[config.mk]
export PLATFORM = sky130hd
export DESIGN_NAME = tcep_top
export DESIGN_NICKNAME = d
export VERILOG_FILES = /design/src/verilog/tcep_pkg.sv /design/src/verilog/tcep_chan.sv /design/src/verilog/tcep_top.sv
export SDC_FILE = /design/constraint.sdc
export NUM_CORES = 1
export LEC_CHECK = 0
export BUFFER_PORTS_ARGS = -buffer_cell sky130_fd_sc_hd__buf_2
export CORE_AREA = 2 2 125 158
export CTS_CLUSTER_SIZE = 16
export DETAILED_ROUTE_END_ITERATION = 8
export DIE_AREA = 0 0 127 160
export PLACE_DENSITY = 0.6
export SYNTH_ARGS = -nofsm -noshare
export SYNTH_HDL_FRONTEND = slang
export SYNTH_SLANG_ARGS = --single-unit
[constraint.sdc]
create_clock -name clk -period 1.9 [get_ports clk]
set_input_delay 0.285 -clock clk [delete_from_list [all_inputs] [get_ports clk]]
set_output_delay 0.285 -clock clk [all_outputs]
set_load 0.02 [all_outputs]
[src/verilog/tcep_pkg.sv]
// Package with register map, field positions and encodings of the channel enable/polarity block.
package tcep_pkg;
  localparam int NUM_CH = 4;
  localparam int CH_STRIDE = 4;
  localparam logic [3:0] ADDR_CEP = 4'h0;
  localparam logic [3:0] ADDR_CFG = 4'h4;
  localparam logic [3:0] ADDR_STAT = 4'h8;
  localparam logic [3:0] ADDR_MASK = 4'hc;
  localparam logic [31:0] CEP_RESET = 32'h0000_0000;
  localparam int BIT_PEN = 0;
  localparam int BIT_PPOL = 1;
  localparam int BIT_CEN = 2;
  localparam int BIT_CPOL = 3;
  localparam logic [15:0] POL_MASK = 16'haaaa;
  localparam logic [1:0] PROTECTION_LEVEL_L2 = 2'h2;
  localparam logic [1:0] PROTECTION_LEVEL_L3 = 2'h3;
  localparam logic [1:0] CMSEL_OUT_POL = 2'h3;
  localparam logic [1:0] EDGE_RISE = 2'h0;
  localparam logic [1:0] EDGE_FALL = 2'h1;
  localparam logic [1:0] EDGE_RSVD = 2'h2;
  localparam logic [1:0] EDGE_BOTH = 2'h3;
  localparam int CFG_PROTECTION_LEVEL_LSB = 0;
  localparam int CFG_MODE_LSB = 4;
  localparam int CFG_CMSEL_LSB = 8;
  localparam int CFG_CMODE_LSB = 16;
  typedef enum logic [1:0] {
    TCEP_IDLE = 2'b00,
    TCEP_RESP = 2'b01
  } tcep_bus_t;
endpackage : tcep_pkg

[src/verilog/tcep_chan.sv]
// One timer channel: output gating and polarity, input edge selection.
module tcep_chan
  import tcep_pkg::*;
(
  input wire logic clk,
  input wire logic rst,
  input wire logic [3:0] fld,
  input wire logic in_mode,
  input wire logic comp_in_mode,
  input wire logic [1:0] comp_mode_sel,
  input wire logic ref_prim,
  input wire logic ref_comp,
  input wire logic filt_in,
  input wire logic filt_comp_in,
  output logic prim_out,
  output logic comp_out,
  output logic prim_evt,
  output logic comp_evt,
  output logic sel_in
);
  logic last_r;
  logic clast_r;
  logic [1:0] edge_sel;
  logic rise, fall, crise, cfall, sel_edge, csel_edge;
  assign edge_sel = {fld[BIT_CPOL], fld[BIT_PPOL]};
  // Output drives its active level only when enabled; polarity flips the primary, and the complementary only under CMSEL_OUT_POL.
  assign prim_out = !in_mode && fld[BIT_PEN] && (ref_prim ^ fld[BIT_PPOL]);
  assign comp_out = !comp_in_mode && fld[BIT_CEN] &&
    (comp_mode_sel == CMSEL_OUT_POL ? (ref_comp ^ fld[BIT_CPOL]) : ref_comp);
  assign sel_in = filt_in ^ (edge_sel == EDGE_FALL);
  assign rise = filt_in && !last_r;
  assign fall = !filt_in && last_r;
  assign crise = filt_comp_in && !clast_r;
  assign cfall = !filt_comp_in && clast_r;
  // The reserved code produces no events rather than guessing an edge.
  assign sel_edge = (edge_sel == EDGE_RISE) ? rise : (edge_sel == EDGE_FALL) ? fall :
    (edge_sel == EDGE_BOTH) ? (rise || fall) : 1'b0;
  assign csel_edge = (edge_sel == EDGE_RISE) ? crise : (edge_sel == EDGE_FALL) ? cfall :
    (edge_sel == EDGE_BOTH) ? (crise || cfall) : 1'b0;
  assign prim_evt = in_mode && fld[BIT_PEN] && sel_edge;
  assign comp_evt = comp_in_mode && fld[BIT_CEN] && csel_edge;
  always_ff @(posedge clk) begin
    if (rst) begin
      last_r <= 1'b0;
      clast_r <= 1'b0;
    end else begin
      last_r <= filt_in;
      clast_r <= filt_comp_in;
    end
  end
endmodule : tcep_chan

[src/verilog/tcep_top.sv]
// Four-channel timer enable and polarity control with Avalon-MM register slave.
// ----------------------------------------------------------------------------
// ----------------------------------------------------------------------------
module tcep_top
  import tcep_pkg::*;
#(
  parameter int N = NUM_CH
)
(
  input wire logic clk,
  input wire logic rst,
  input wire logic [3:0] avs_address,
  input wire logic avs_read,
  input wire logic avs_write,
  input wire logic [31:0] avs_writedata,
  input wire logic [3:0] avs_byteenable,
  output logic [31:0] avs_readdata,
  output logic avs_waitrequest,
  input wire logic [N-1:0] ref_prim,
  input wire logic [N-1:0] ref_comp,
  input wire logic [N-1:0] ch_in,
  input wire logic [N-1:0] comp_in,
  output logic [N-1:0] prim_ch_output,
  output logic [N-1:0] comp_ch_output,
  output logic [N-1:0] prim_evt,
  output logic [N-1:0] comp_evt,
  output logic [N-1:0] sel_in,
  output logic irq
);
  // The register layout holds exactly four four-bit channel groups.
  if (N != NUM_CH) begin : g_bad_n
    $error("tcep_top supports exactly four channels");
  end
  // ----------------------------------------------------------------------------
  // Register bus
  // ----------------------------------------------------------------------------
  logic [15:0] cep_r, cep_nxt;
  logic [31:0] cfg_r, stat_r, mask_r, rdata_nxt, rdata_r;
  tcep_bus_t st_r;
  logic req, wr_cep, wr_cfg, wr_stat, wr_mask, locked, irq_r;
  logic ack;
  logic wait_r;
  logic [15:0] wmask;
  logic [2*N-1:0] evt_all;
  logic [N-1:0] pout, cout, pev, cev, sin;
  logic [N-1:0] s1_r, s2_r, s3_r, f_r, c1_r, c2_r, c3_r, cf_r;
  assign req = (avs_read || avs_write) && st_r == TCEP_IDLE;
  // Writes land on the edge that also ends the wait, so a held request commits once.
  assign ack = (avs_read || avs_write) && st_r == TCEP_RESP;
  assign wr_cep = ack && avs_write && avs_address == ADDR_CEP;
  assign wr_cfg = ack && avs_write && avs_address == ADDR_CFG;
  assign wr_stat = ack && avs_write && avs_address == ADDR_STAT;
  assign wr_mask = ack && avs_write && avs_address == ADDR_MASK;
  assign locked = cfg_r[CFG_PROTECTION_LEVEL_LSB+:2] == PROTECTION_LEVEL_L3 || cfg_r[CFG_PROTECTION_LEVEL_LSB+:2] == PROTECTION_LEVEL_L2;
  assign wmask = {{8{avs_byteenable[1]}}, {8{avs_byteenable[0]}}} &
    (locked ? ~POL_MASK : 16'hffff);
  assign cep_nxt = (cep_r & ~wmask) | (avs_writedata[15:0] & wmask);
  // Unmapped addresses read zero and accept writes silently.
  assign rdata_nxt = avs_address == ADDR_CEP ? {16'h0000, cep_r} :
    avs_address == ADDR_CFG ? cfg_r : avs_address == ADDR_STAT ? stat_r :
    avs_address == ADDR_MASK ? mask_r : 32'h0000_0000;
  assign evt_all = {cev, pev};
  always_ff @(posedge clk) begin
    if (rst) begin
      st_r <= TCEP_IDLE;
      wait_r <= 1'b1;
      cep_r <= CEP_RESET[15:0];
      cfg_r <= 32'h0000_0000;
      mask_r <= 32'h0000_0000;
      rdata_r <= 32'h0000_0000;
    end else begin
      wait_r <= !req;
      unique case (st_r)
        TCEP_IDLE: st_r <= req ? TCEP_RESP : TCEP_IDLE;
        TCEP_RESP: st_r <= TCEP_IDLE;
        default: st_r <= TCEP_IDLE;
      endcase
      if (wr_cep) cep_r <= cep_nxt;
      if (wr_cfg) cfg_r <= avs_writedata;
      if (wr_mask) mask_r <= avs_writedata;
      if (req) rdata_r <= rdata_nxt;
    end
  end
  // ----------------------------------------------------------------------------
  // Interrupt status
  // ----------------------------------------------------------------------------
  // Set wins over a write-one clear in the same cycle.
  always_ff @(posedge clk) begin
    if (rst) stat_r <= 32'h0000_0000;
    else stat_r <= (stat_r & ~(wr_stat ? avs_writedata : 32'h0)) | {24'h0, evt_all};
  end
  always_ff @(posedge clk) begin
    if (rst) irq_r <= 1'b0;
    else irq_r <= |(stat_r & mask_r);
  end
  // Waitrequest has a flop of its own, so the master never sees a decode glitch.
  assign avs_waitrequest = wait_r;
  assign avs_readdata = rdata_r;
  assign irq = irq_r;
  // ----------------------------------------------------------------------------
  // Input synchronisers and channels
  // ----------------------------------------------------------------------------
  always_ff @(posedge clk) begin
    if (rst) begin
      s1_r <= '0;
      s2_r <= '0;
      s3_r <= '0;
      f_r <= '0;
      c1_r <= '0;
      c2_r <= '0;
      c3_r <= '0;
      cf_r <= '0;
    end else begin
      s1_r <= ch_in;
      s2_r <= s1_r;
      s3_r <= s2_r;
      f_r <= (s2_r & s3_r) | (f_r & (s2_r | s3_r));
      c1_r <= comp_in;
      c2_r <= c1_r;
      c3_r <= c2_r;
      cf_r <= (c2_r & c3_r) | (cf_r & (c2_r | c3_r));
    end
  end
  genvar g;
  generate
    for (g = 0; g < N; g++) begin : g_ch
      tcep_chan u_ch (
        .clk(clk),
        .rst(rst),
        .fld(cep_r[g*CH_STRIDE+:CH_STRIDE]),
        .in_mode(cfg_r[CFG_MODE_LSB+g]),
        .comp_in_mode(cfg_r[CFG_CMODE_LSB+g]),
        .comp_mode_sel(cfg_r[CFG_CMSEL_LSB+2*g+:2]),
        .ref_prim(ref_prim[g]),
        .ref_comp(ref_comp[g]),
        .filt_in(f_r[g]),
        .filt_comp_in(cf_r[g]),
        .prim_out(pout[g]),
        .comp_out(cout[g]),
        .prim_evt(pev[g]),
        .comp_evt(cev[g]),
        .sel_in(sin[g])
      );
    end
  endgenerate
  always_ff @(posedge clk) begin
    if (rst) begin
      prim_ch_output <= '0;
      comp_ch_output <= '0;
      prim_evt <= '0;
      comp_evt <= '0;
      sel_in <= '0;
    end else begin
      prim_ch_output <= pout;
      comp_ch_output <= cout;
      prim_evt <= pev;
      comp_evt <= cev;
      sel_in <= sin;
    end
  end
  // ----------------------------------------------------------------------------
  // Assertions
  // ----------------------------------------------------------------------------
  a_pol_lock: assert property (@(posedge clk) disable iff (rst)
    locked |=> ((cep_r & POL_MASK) == ($past(cep_r) & POL_MASK)))
    else $error("polarity changed while locked");
  a_upper_zero: assert property (@(posedge clk) disable iff (rst)
    (st_r == TCEP_RESP && $past(avs_address) == ADDR_CEP) |-> avs_readdata[31:16] == 16'h0)
    else $error("reserved bits not zero");
  a_prim_gate: assert property (@(posedge clk) disable iff (rst)
    !cep_r[BIT_PEN] ##1 !cep_r[BIT_PEN] |-> !prim_evt[0] && !prim_ch_output[0])
    else $error("disabled channel zero active");
  a_prim_pol: assert property (@(posedge clk) disable iff (rst)
    (!cfg_r[CFG_MODE_LSB] && cep_r[BIT_PEN]) |=> prim_ch_output[0] ==
      ($past(ref_prim[0]) ^ $past(cep_r[BIT_PPOL])))
    else $error("primary polarity wrong");
  a_comp_pol: assert property (@(posedge clk) disable iff (rst)
    (!cfg_r[CFG_CMODE_LSB] && cep_r[BIT_CEN] && cfg_r[CFG_CMSEL_LSB+:2] == CMSEL_OUT_POL)
      |=> comp_ch_output[0] == ($past(ref_comp[0]) ^ $past(cep_r[BIT_CPOL])))
    else $error("comp polarity wrong");
  a_comp_gate: assert property (@(posedge clk) disable iff (rst)
    !cep_r[BIT_CEN] |=> !comp_ch_output[0] && !comp_evt[0])
    else $error("disabled comp path active");
  a_both_edge: assert property (@(posedge clk) disable iff (rst)
    (cfg_r[CFG_MODE_LSB] && cep_r[BIT_PEN] && cep_r[BIT_CPOL] && cep_r[BIT_PPOL] &&
      $changed(f_r[0])) |=> prim_evt[0])
    else $error("both-edge event missed");
  a_rsvd_edge: assert property (@(posedge clk) disable iff (rst)
    (cep_r[BIT_CPOL] && !cep_r[BIT_PPOL]) |=> !prim_evt[0])
    else $error("reserved edge produced event");
  a_irq_level: assert property (@(posedge clk) disable iff (rst)
    |(stat_r & mask_r) |=> irq)
    else $error("interrupt missing");
  a_wait_pulse: assert property (@(posedge clk) disable iff (rst)
    !avs_waitrequest |=> avs_waitrequest)
    else $error("waitrequest low for more than one cycle");
  a_irq_quiet: assert property (@(posedge clk) disable iff (rst)
    !(|(stat_r & mask_r)) |=> !irq)
    else $error("interrupt without unmasked status");
  a_stat_sticky: assert property (@(posedge clk) disable iff (rst)
    (stat_r[0] && !(wr_stat && avs_writedata[0])) |=> stat_r[0])
    else $error("status bit lost without clear");
  a_fall_invert: assert property (@(posedge clk) disable iff (rst)
    (!cep_r[BIT_CPOL] && cep_r[BIT_PPOL]) |=> sel_in[0] == !$past(f_r[0]))
    else $error("falling edge input not inverted");
  a_chan1_gate: assert property (@(posedge clk) disable iff (rst)
    !cep_r[CH_STRIDE+BIT_PEN] |=> !prim_ch_output[1] && !prim_evt[1])
    else $error("disabled channel one active");
  c_both: cover property (@(posedge clk) disable iff (rst) prim_evt[0] ##[1:20] prim_evt[0]);
  c_lock_write: cover property (@(posedge clk) disable iff (rst) locked && wr_cep);
  c_comp_out: cover property (@(posedge clk) disable iff (rst) comp_ch_output[0]);
  c_irq: cover property (@(posedge clk) disable iff (rst) irq);
  c_chan3: cover property (@(posedge clk) disable iff (rst) comp_evt[3]);
endmodule : tcep_top
* Word level (Yosys, flattened, before mapping)
Cells that the tools add are included.
** Word-level totals
- Logic and storage cells :: 210
- Flip-flop bits (word level) :: 208
** Cells by class
- Bitwise operators :: 30
- Multiplexer cells :: 35
- Reductions and logical operators :: 98
- Eq/ne operators :: 18
** Operator list (count)
- $mux 32 :: 5
- $and 32x32->32 :: 2
- $logic_and 1x1->1 :: 55
- $and 16x16->16 :: 3
- $not 32->32 :: 1
- $or 32x8->32 :: 1
- $reduce_or 32->1 :: 1
- $mux 1 :: 29
- $logic_not 1->1 :: 25
- $eq 2x2->1 const B :: 10
- $and 4x4->4 :: 4
- $mux 16 :: 1
- $not 16->16 :: 1
- $or 16x16->16 :: 1
- $or 4x4->4 :: 4
- $xor 1x1->1 :: 12
- $eq 2x1->1 const B :: 5
- $logic_not 2->1 :: 5
- $logic_or 1x1->1 :: 10
- $eq 4x4->1 const B :: 2
- $eq 4x3->1 const B :: 1
- $logic_not 4->1 :: 1
- $reduce_or 2->1 :: 1
- $not 1->1 :: 1

* Longest topological paths before layout
- Depth in word-level cells :: 8
- Gate-level depth with buffers :: 7

* By module
Synthesis repeated with hierarchy kept, for this count alone.
** Unflattened totals
- Cells, all modules :: 931
- Area, all modules :: 8627.0 sq um
** Modules (own cells, without submodules)
- tcep_top :: times used 1, area an instance 7706.1 sq um, seq. area each 3983.8 sq um, cells an instance 811
- tcep_chan :: times used 4, area an instance 230.2 sq um, seq. area each 40.0 sq um, cells an instance 30

* Least setup slack after synthesis
Ideal clock, no wire load.
- Path type :: in2reg
- Start :: input avs_address[0]
- End :: register cfg_r[1]
- Stages :: 6
- Data required time :: 1.768 ns
- Path slack :: 0.500 ns
- Data arrival time :: 1.268 ns
- Cell sequence :: nand4bb_4 -> or3_1 -> clkbuf_1 -> buf_2 -> nand2_1 -> a21oi_1
** Between the ends
- Word-level cells in the longest chain between the ends :: 2
** RTL lines
- start: declaration :: RTL line tcep_top.sv:12 : input wire logic [3:0] avs_address,
- $eq 4x3->1 :: RTL line tcep_top.sv:51 : assign wr_cfg = ack && avs_write && avs_address == ADDR_CFG;
- $logic_and 1x1->1 :: RTL line tcep_top.sv:51
- end signal: assignment :: RTL line tcep_top.sv:79 : if (wr_cfg) cfg_r <= avs_writedata;
- end: declaration :: RTL line tcep_top.sv:38 : logic [31:0] cfg_r, stat_r, mask_r, rdata_nxt, rdata_r;
Every way passes these cells.
A chain may end at the register's enable or synchronous reset.

* Final worst setup path
- Start :: register st_r[0]
- End :: register rdata_r[9] (netlist: avs_readdata[9])
** Between the ends
- Word-level cells in the longest chain between the ends :: 2
** RTL lines
- start: declaration :: RTL line tcep_top.sv:39 : tcep_bus_t st_r;
- start signal: assignment :: RTL line tcep_top.sv:74 : TCEP_IDLE: st_r <= req ? TCEP_RESP : TCEP_IDLE;
- $logic_not 2->1 :: RTL line tcep_top.sv:47 : assign req = (avs_read || avs_write) && st_r == TCEP_IDLE;
- $logic_and 1x1->1 :: RTL line tcep_top.sv:47
- end signal: assignment :: RTL line tcep_top.sv:81 : if (req) rdata_r <= rdata_nxt;
- end: declaration :: RTL line tcep_top.sv:38
Every way passes these cells.

==> reports/metrics.csv <==
metric,value,unit
outcome,finished clean,
WHS Endpoint,s1_r[1],
Setup TNS,0,ns
Root Buffer,clkbuf_16,
Area contributors post-synth,"dfxtp_1 51%, nand2_1 8.6%, a21oi_1 4.9%, a22oi_1 4.4%, mux4_2 4.4%",
final core occ,51.6,%
fin crit share,93.1,%
r2r setup slk,0.13,ns
# DRC,0,
Crit Path Class,register to register,
Worst setup SP type,register,
count of pins over their slew limit,0,
Hold Startpoint,ch_in[1],
setup bufs post-CTS,0,
combinational family with the most area after synthesis,simple AND/OR/NAND/NOR gates,
synth warn,0,
Final #Nets,1054,
mapped cell area,8140,sq um
hpwl dp,14900,um
via count,6535,
Core Region,19000,sq um
fmax,565,MHz
gr ovfl total,0,
initial antenna violation count,1,
max cap viols,0,
Critical Path Fanout Max,17,
total wire length,21800,um
Adder-Cell Fraction of Synth Area,2.46,%
xor and xnor area share after synthesis,1.29,%
fill count,1787,
max_slew headroom,52.3,%
drt wl/cell,17.7,um
RSZ-0062 raised after global routing,false,
pwr dens,944,nW/um^2
"Seq/Total Area, Yosys",50.9,%
skew final,0.0115,ns
fin crit period,1.77,ns
Synth Area in Compound Gates,13.3,%
Tot GR Track Use,21.1,%
Via density,5.32,
final setup vio count,0,
Worst Path Required,2.33,ns
count of state elements after synthesis,207,
Hold WC Path Type,input port to register,
Syn Inst Count,872,
Hold Path Depth,2,
Port Buf Inserts,111,
RD Place Congestion,0.848,
mux cell area share after synthesis,8.37,%
Synth cell types,36,
die area,20300,sq um
worst-skew pair later-pin latency,0.50,ns
Post-DRT Antenna Nets,0,
cell taking the most area after synthesis,dfxtp_1,
FF-to-FF Start,st_r[0],
Initial Utilization,42.9,%
syn avg cell area,9.33,sq um
CTS buffer count,22,
Sink Count,207,
hold buffer count at CTS,5,
DR iter-0 viols,457,
reg-to-reg endpoint,avs_readdata[9],
Die Ht,160,um
vias in the first global route,6259,
post-synth top area share,50.9,%
area grow syn2layout,20.3,%
CTS tree,built,
largest net degree at the start of global routing,110,
clock-pin transition on the worst setup and hold timing paths,0.06,ns
Die X,127,um
worst-margin pin slew,0.713,ns
Ports,114,
final hold vios,0,
worst vdd ir,0.000619,V
first-pass GRT wire length,34300,um
H-tree Lvls,1,
PostCTS Resize Cnt,0,
Leakage,0.00378,uW
simple-gate share of the synthesized area,19.5,%
First-pass DRT Iterations,5,
# rows,57,
Reg2Reg Depth,5,
"Net Count, Synth",948,
CTS max path bufs,3,
Critical Path AT,2.20,ns
CP Capture Type,register,
layout cells sized above 1,20.0,%
-- cells in the mapped netlist, drive strengths merged --
| cell type | instances |
|---|---|
| a21oi | 80 |
| a22oi | 48 |
| a31o | 8 |
| and2 | 1 |
| and3 | 25 |
| and4bb | 1 |
| buf | 27 |
| clkbuf | 32 |
| dfxtp | 207 |
| ha | 16 |
| inv | 19 |
| mux2i | 32 |
| mux4 | 16 |
| nand2 | 186 |
| nand3 | 13 |
| nand4 | 4 |
| nand4bb | 1 |
| nor2 | 66 |
| nor2b | 29 |
| nor3 | 2 |
| nor3b | 4 |
| nor4 | 1 |
| nor4b | 8 |
| o211ai | 8 |
| o21ai | 8 |
| o21bai | 1 |
| o2bb2ai | 16 |
| or3 | 1 |
| xnor2 | 8 |
| xor2 | 4 |
-- report_power, final --
group          switching, uW  internal, uW  total, uW
Clock                   1690          2770       4460
Sequential              18.6          4370       4390
Combinational            248           141        389
-- how the worst max path moves through the flow --
| stage | from | end | slack (ns) |
|---|---|---|---|
| 2_1_floorplan | avs_address[0] | cfg_r[1] | 0.50 |
| 3_3_place_gp | st_r[0] | avs_readdata[13] | 0.13 |
| 3_5_place_dp | st_r[0] | avs_readdata[1] | 0.09 |
| 4_1_cts | st_r[0] | avs_readdata[9] | 0.09 |
| 5_1_grt | st_r[0] | avs_readdata[12] | 0.02 |
| 6_report | st_r[0] | avs_readdata[9] | 0.13 |
-- critical path, cell delays in order, from the launching register on --
cell,delay (ns)
dfxtp_1,0.33
o21bai_2,0.22
nor3_4,0.56
buf_4,0.37
a22oi_1,0.10
nor2_1,0.11
-- routing by layer --
metal  global-route usage (%)  vias to the layer above  part of all wire, %
li1                         -                     3213                    -
met1                     28.3                     3109                   44
met2                     35.3                      179                   49
met3                     2.81                       34                  5.3
met4                     7.09                        0                  2.4
met5                        0                        -                    0
-- cells by family after synthesis --
family / count (synthesis)
AOI/OAI and AO/OA: 169
adders and majority gates: 16
xor gates and xnor gates: 12
muxes: 48
and+or+nand+nor: 342
buffers and inverters: 78
DFF: 207
-- registers in the layout, summed over array words and instances, names as in the netlist, 4 cells and up, named ones only --
| name | count |
|---|---|
| avs_readdata | 32 |
| cfg_r | 32 |
| mask_r | 32 |
| stat_r | 32 |
| c1_r | 4 |
| c2_r | 4 |
| c3_r | 4 |
| cf_r | 4 |
| comp_ch_output | 4 |
| comp_evt | 4 |
| f_r | 4 |
| g_ch.u_ch.clast_r | 4 |
| g_ch.u_ch.last_r | 4 |
| prim_ch_output | 4 |
| prim_evt | 4 |
| s1_r | 4 |
| s2_r | 4 |
| s3_r | 4 |
| sel_in | 4 |
-- placed cells by master (no fill, tap or decap), drive strengths merged, types with 2 or more instances in the layout --
cell         netlist  final
nor4b              8      8
clkbuf            32     34
o211ai             8      8
xor2               4      4
nor2b             29     29
dlygate4sd3        0      5
xnor2              8      8
nor3               2      2
bufinv             0      2
nand4              4      4
o2bb2ai           16     16
nand3             13     13
nand2            186    186
nor3b              4      4
ha                16     16
mux2i             32     32
nor2              66     66
dfxtp            207    207
o21ai              8      8
mux4              16     16
buf               27    136
inv               19     19
a31o               8      8
a21oi             80     80
a22oi             48     48
and3              25     25
-- metrics by stage --
stage / cell area, sq um / cells / power, uW / worst slack [ns] / hold WS, ns
2_1_floorplan: 8140 / 872 / 4680 / 0.500 / 0.413
3_3_place_gp: 8970 / 1185 / 4870 / 0.133 / 0.422
3_5_place_dp: 8970 / 1185 / 4870 / 0.0928 / 0.427
4_1_cts: 9780 / 1227 / 9330 / 0.0876 / 0.00512
5_1_grt: 9790 / 1228 / 9510 / 0.0158 / 0.0132
6_report: 9790 / 1228 / 9240 / 0.131 / 0.0228
-- area by class of cell --
type / instances / area, sq um / area share (%)
tap: 236 / 295 / 3.02
inverter: 19 / 71.3 / 0.729
multi-input combinational: 587 / 3670 / 37.5
sequential: 207 / 4140 / 42.3
timing repair buffer: 141 / 846 / 8.64
clock inverter: 3 / 65.1 / 0.665
antenna: 1 / 2.50 / 0.0256
clock buffer: 34 / 697 / 7.12
(Power assumes the default switching activity.)
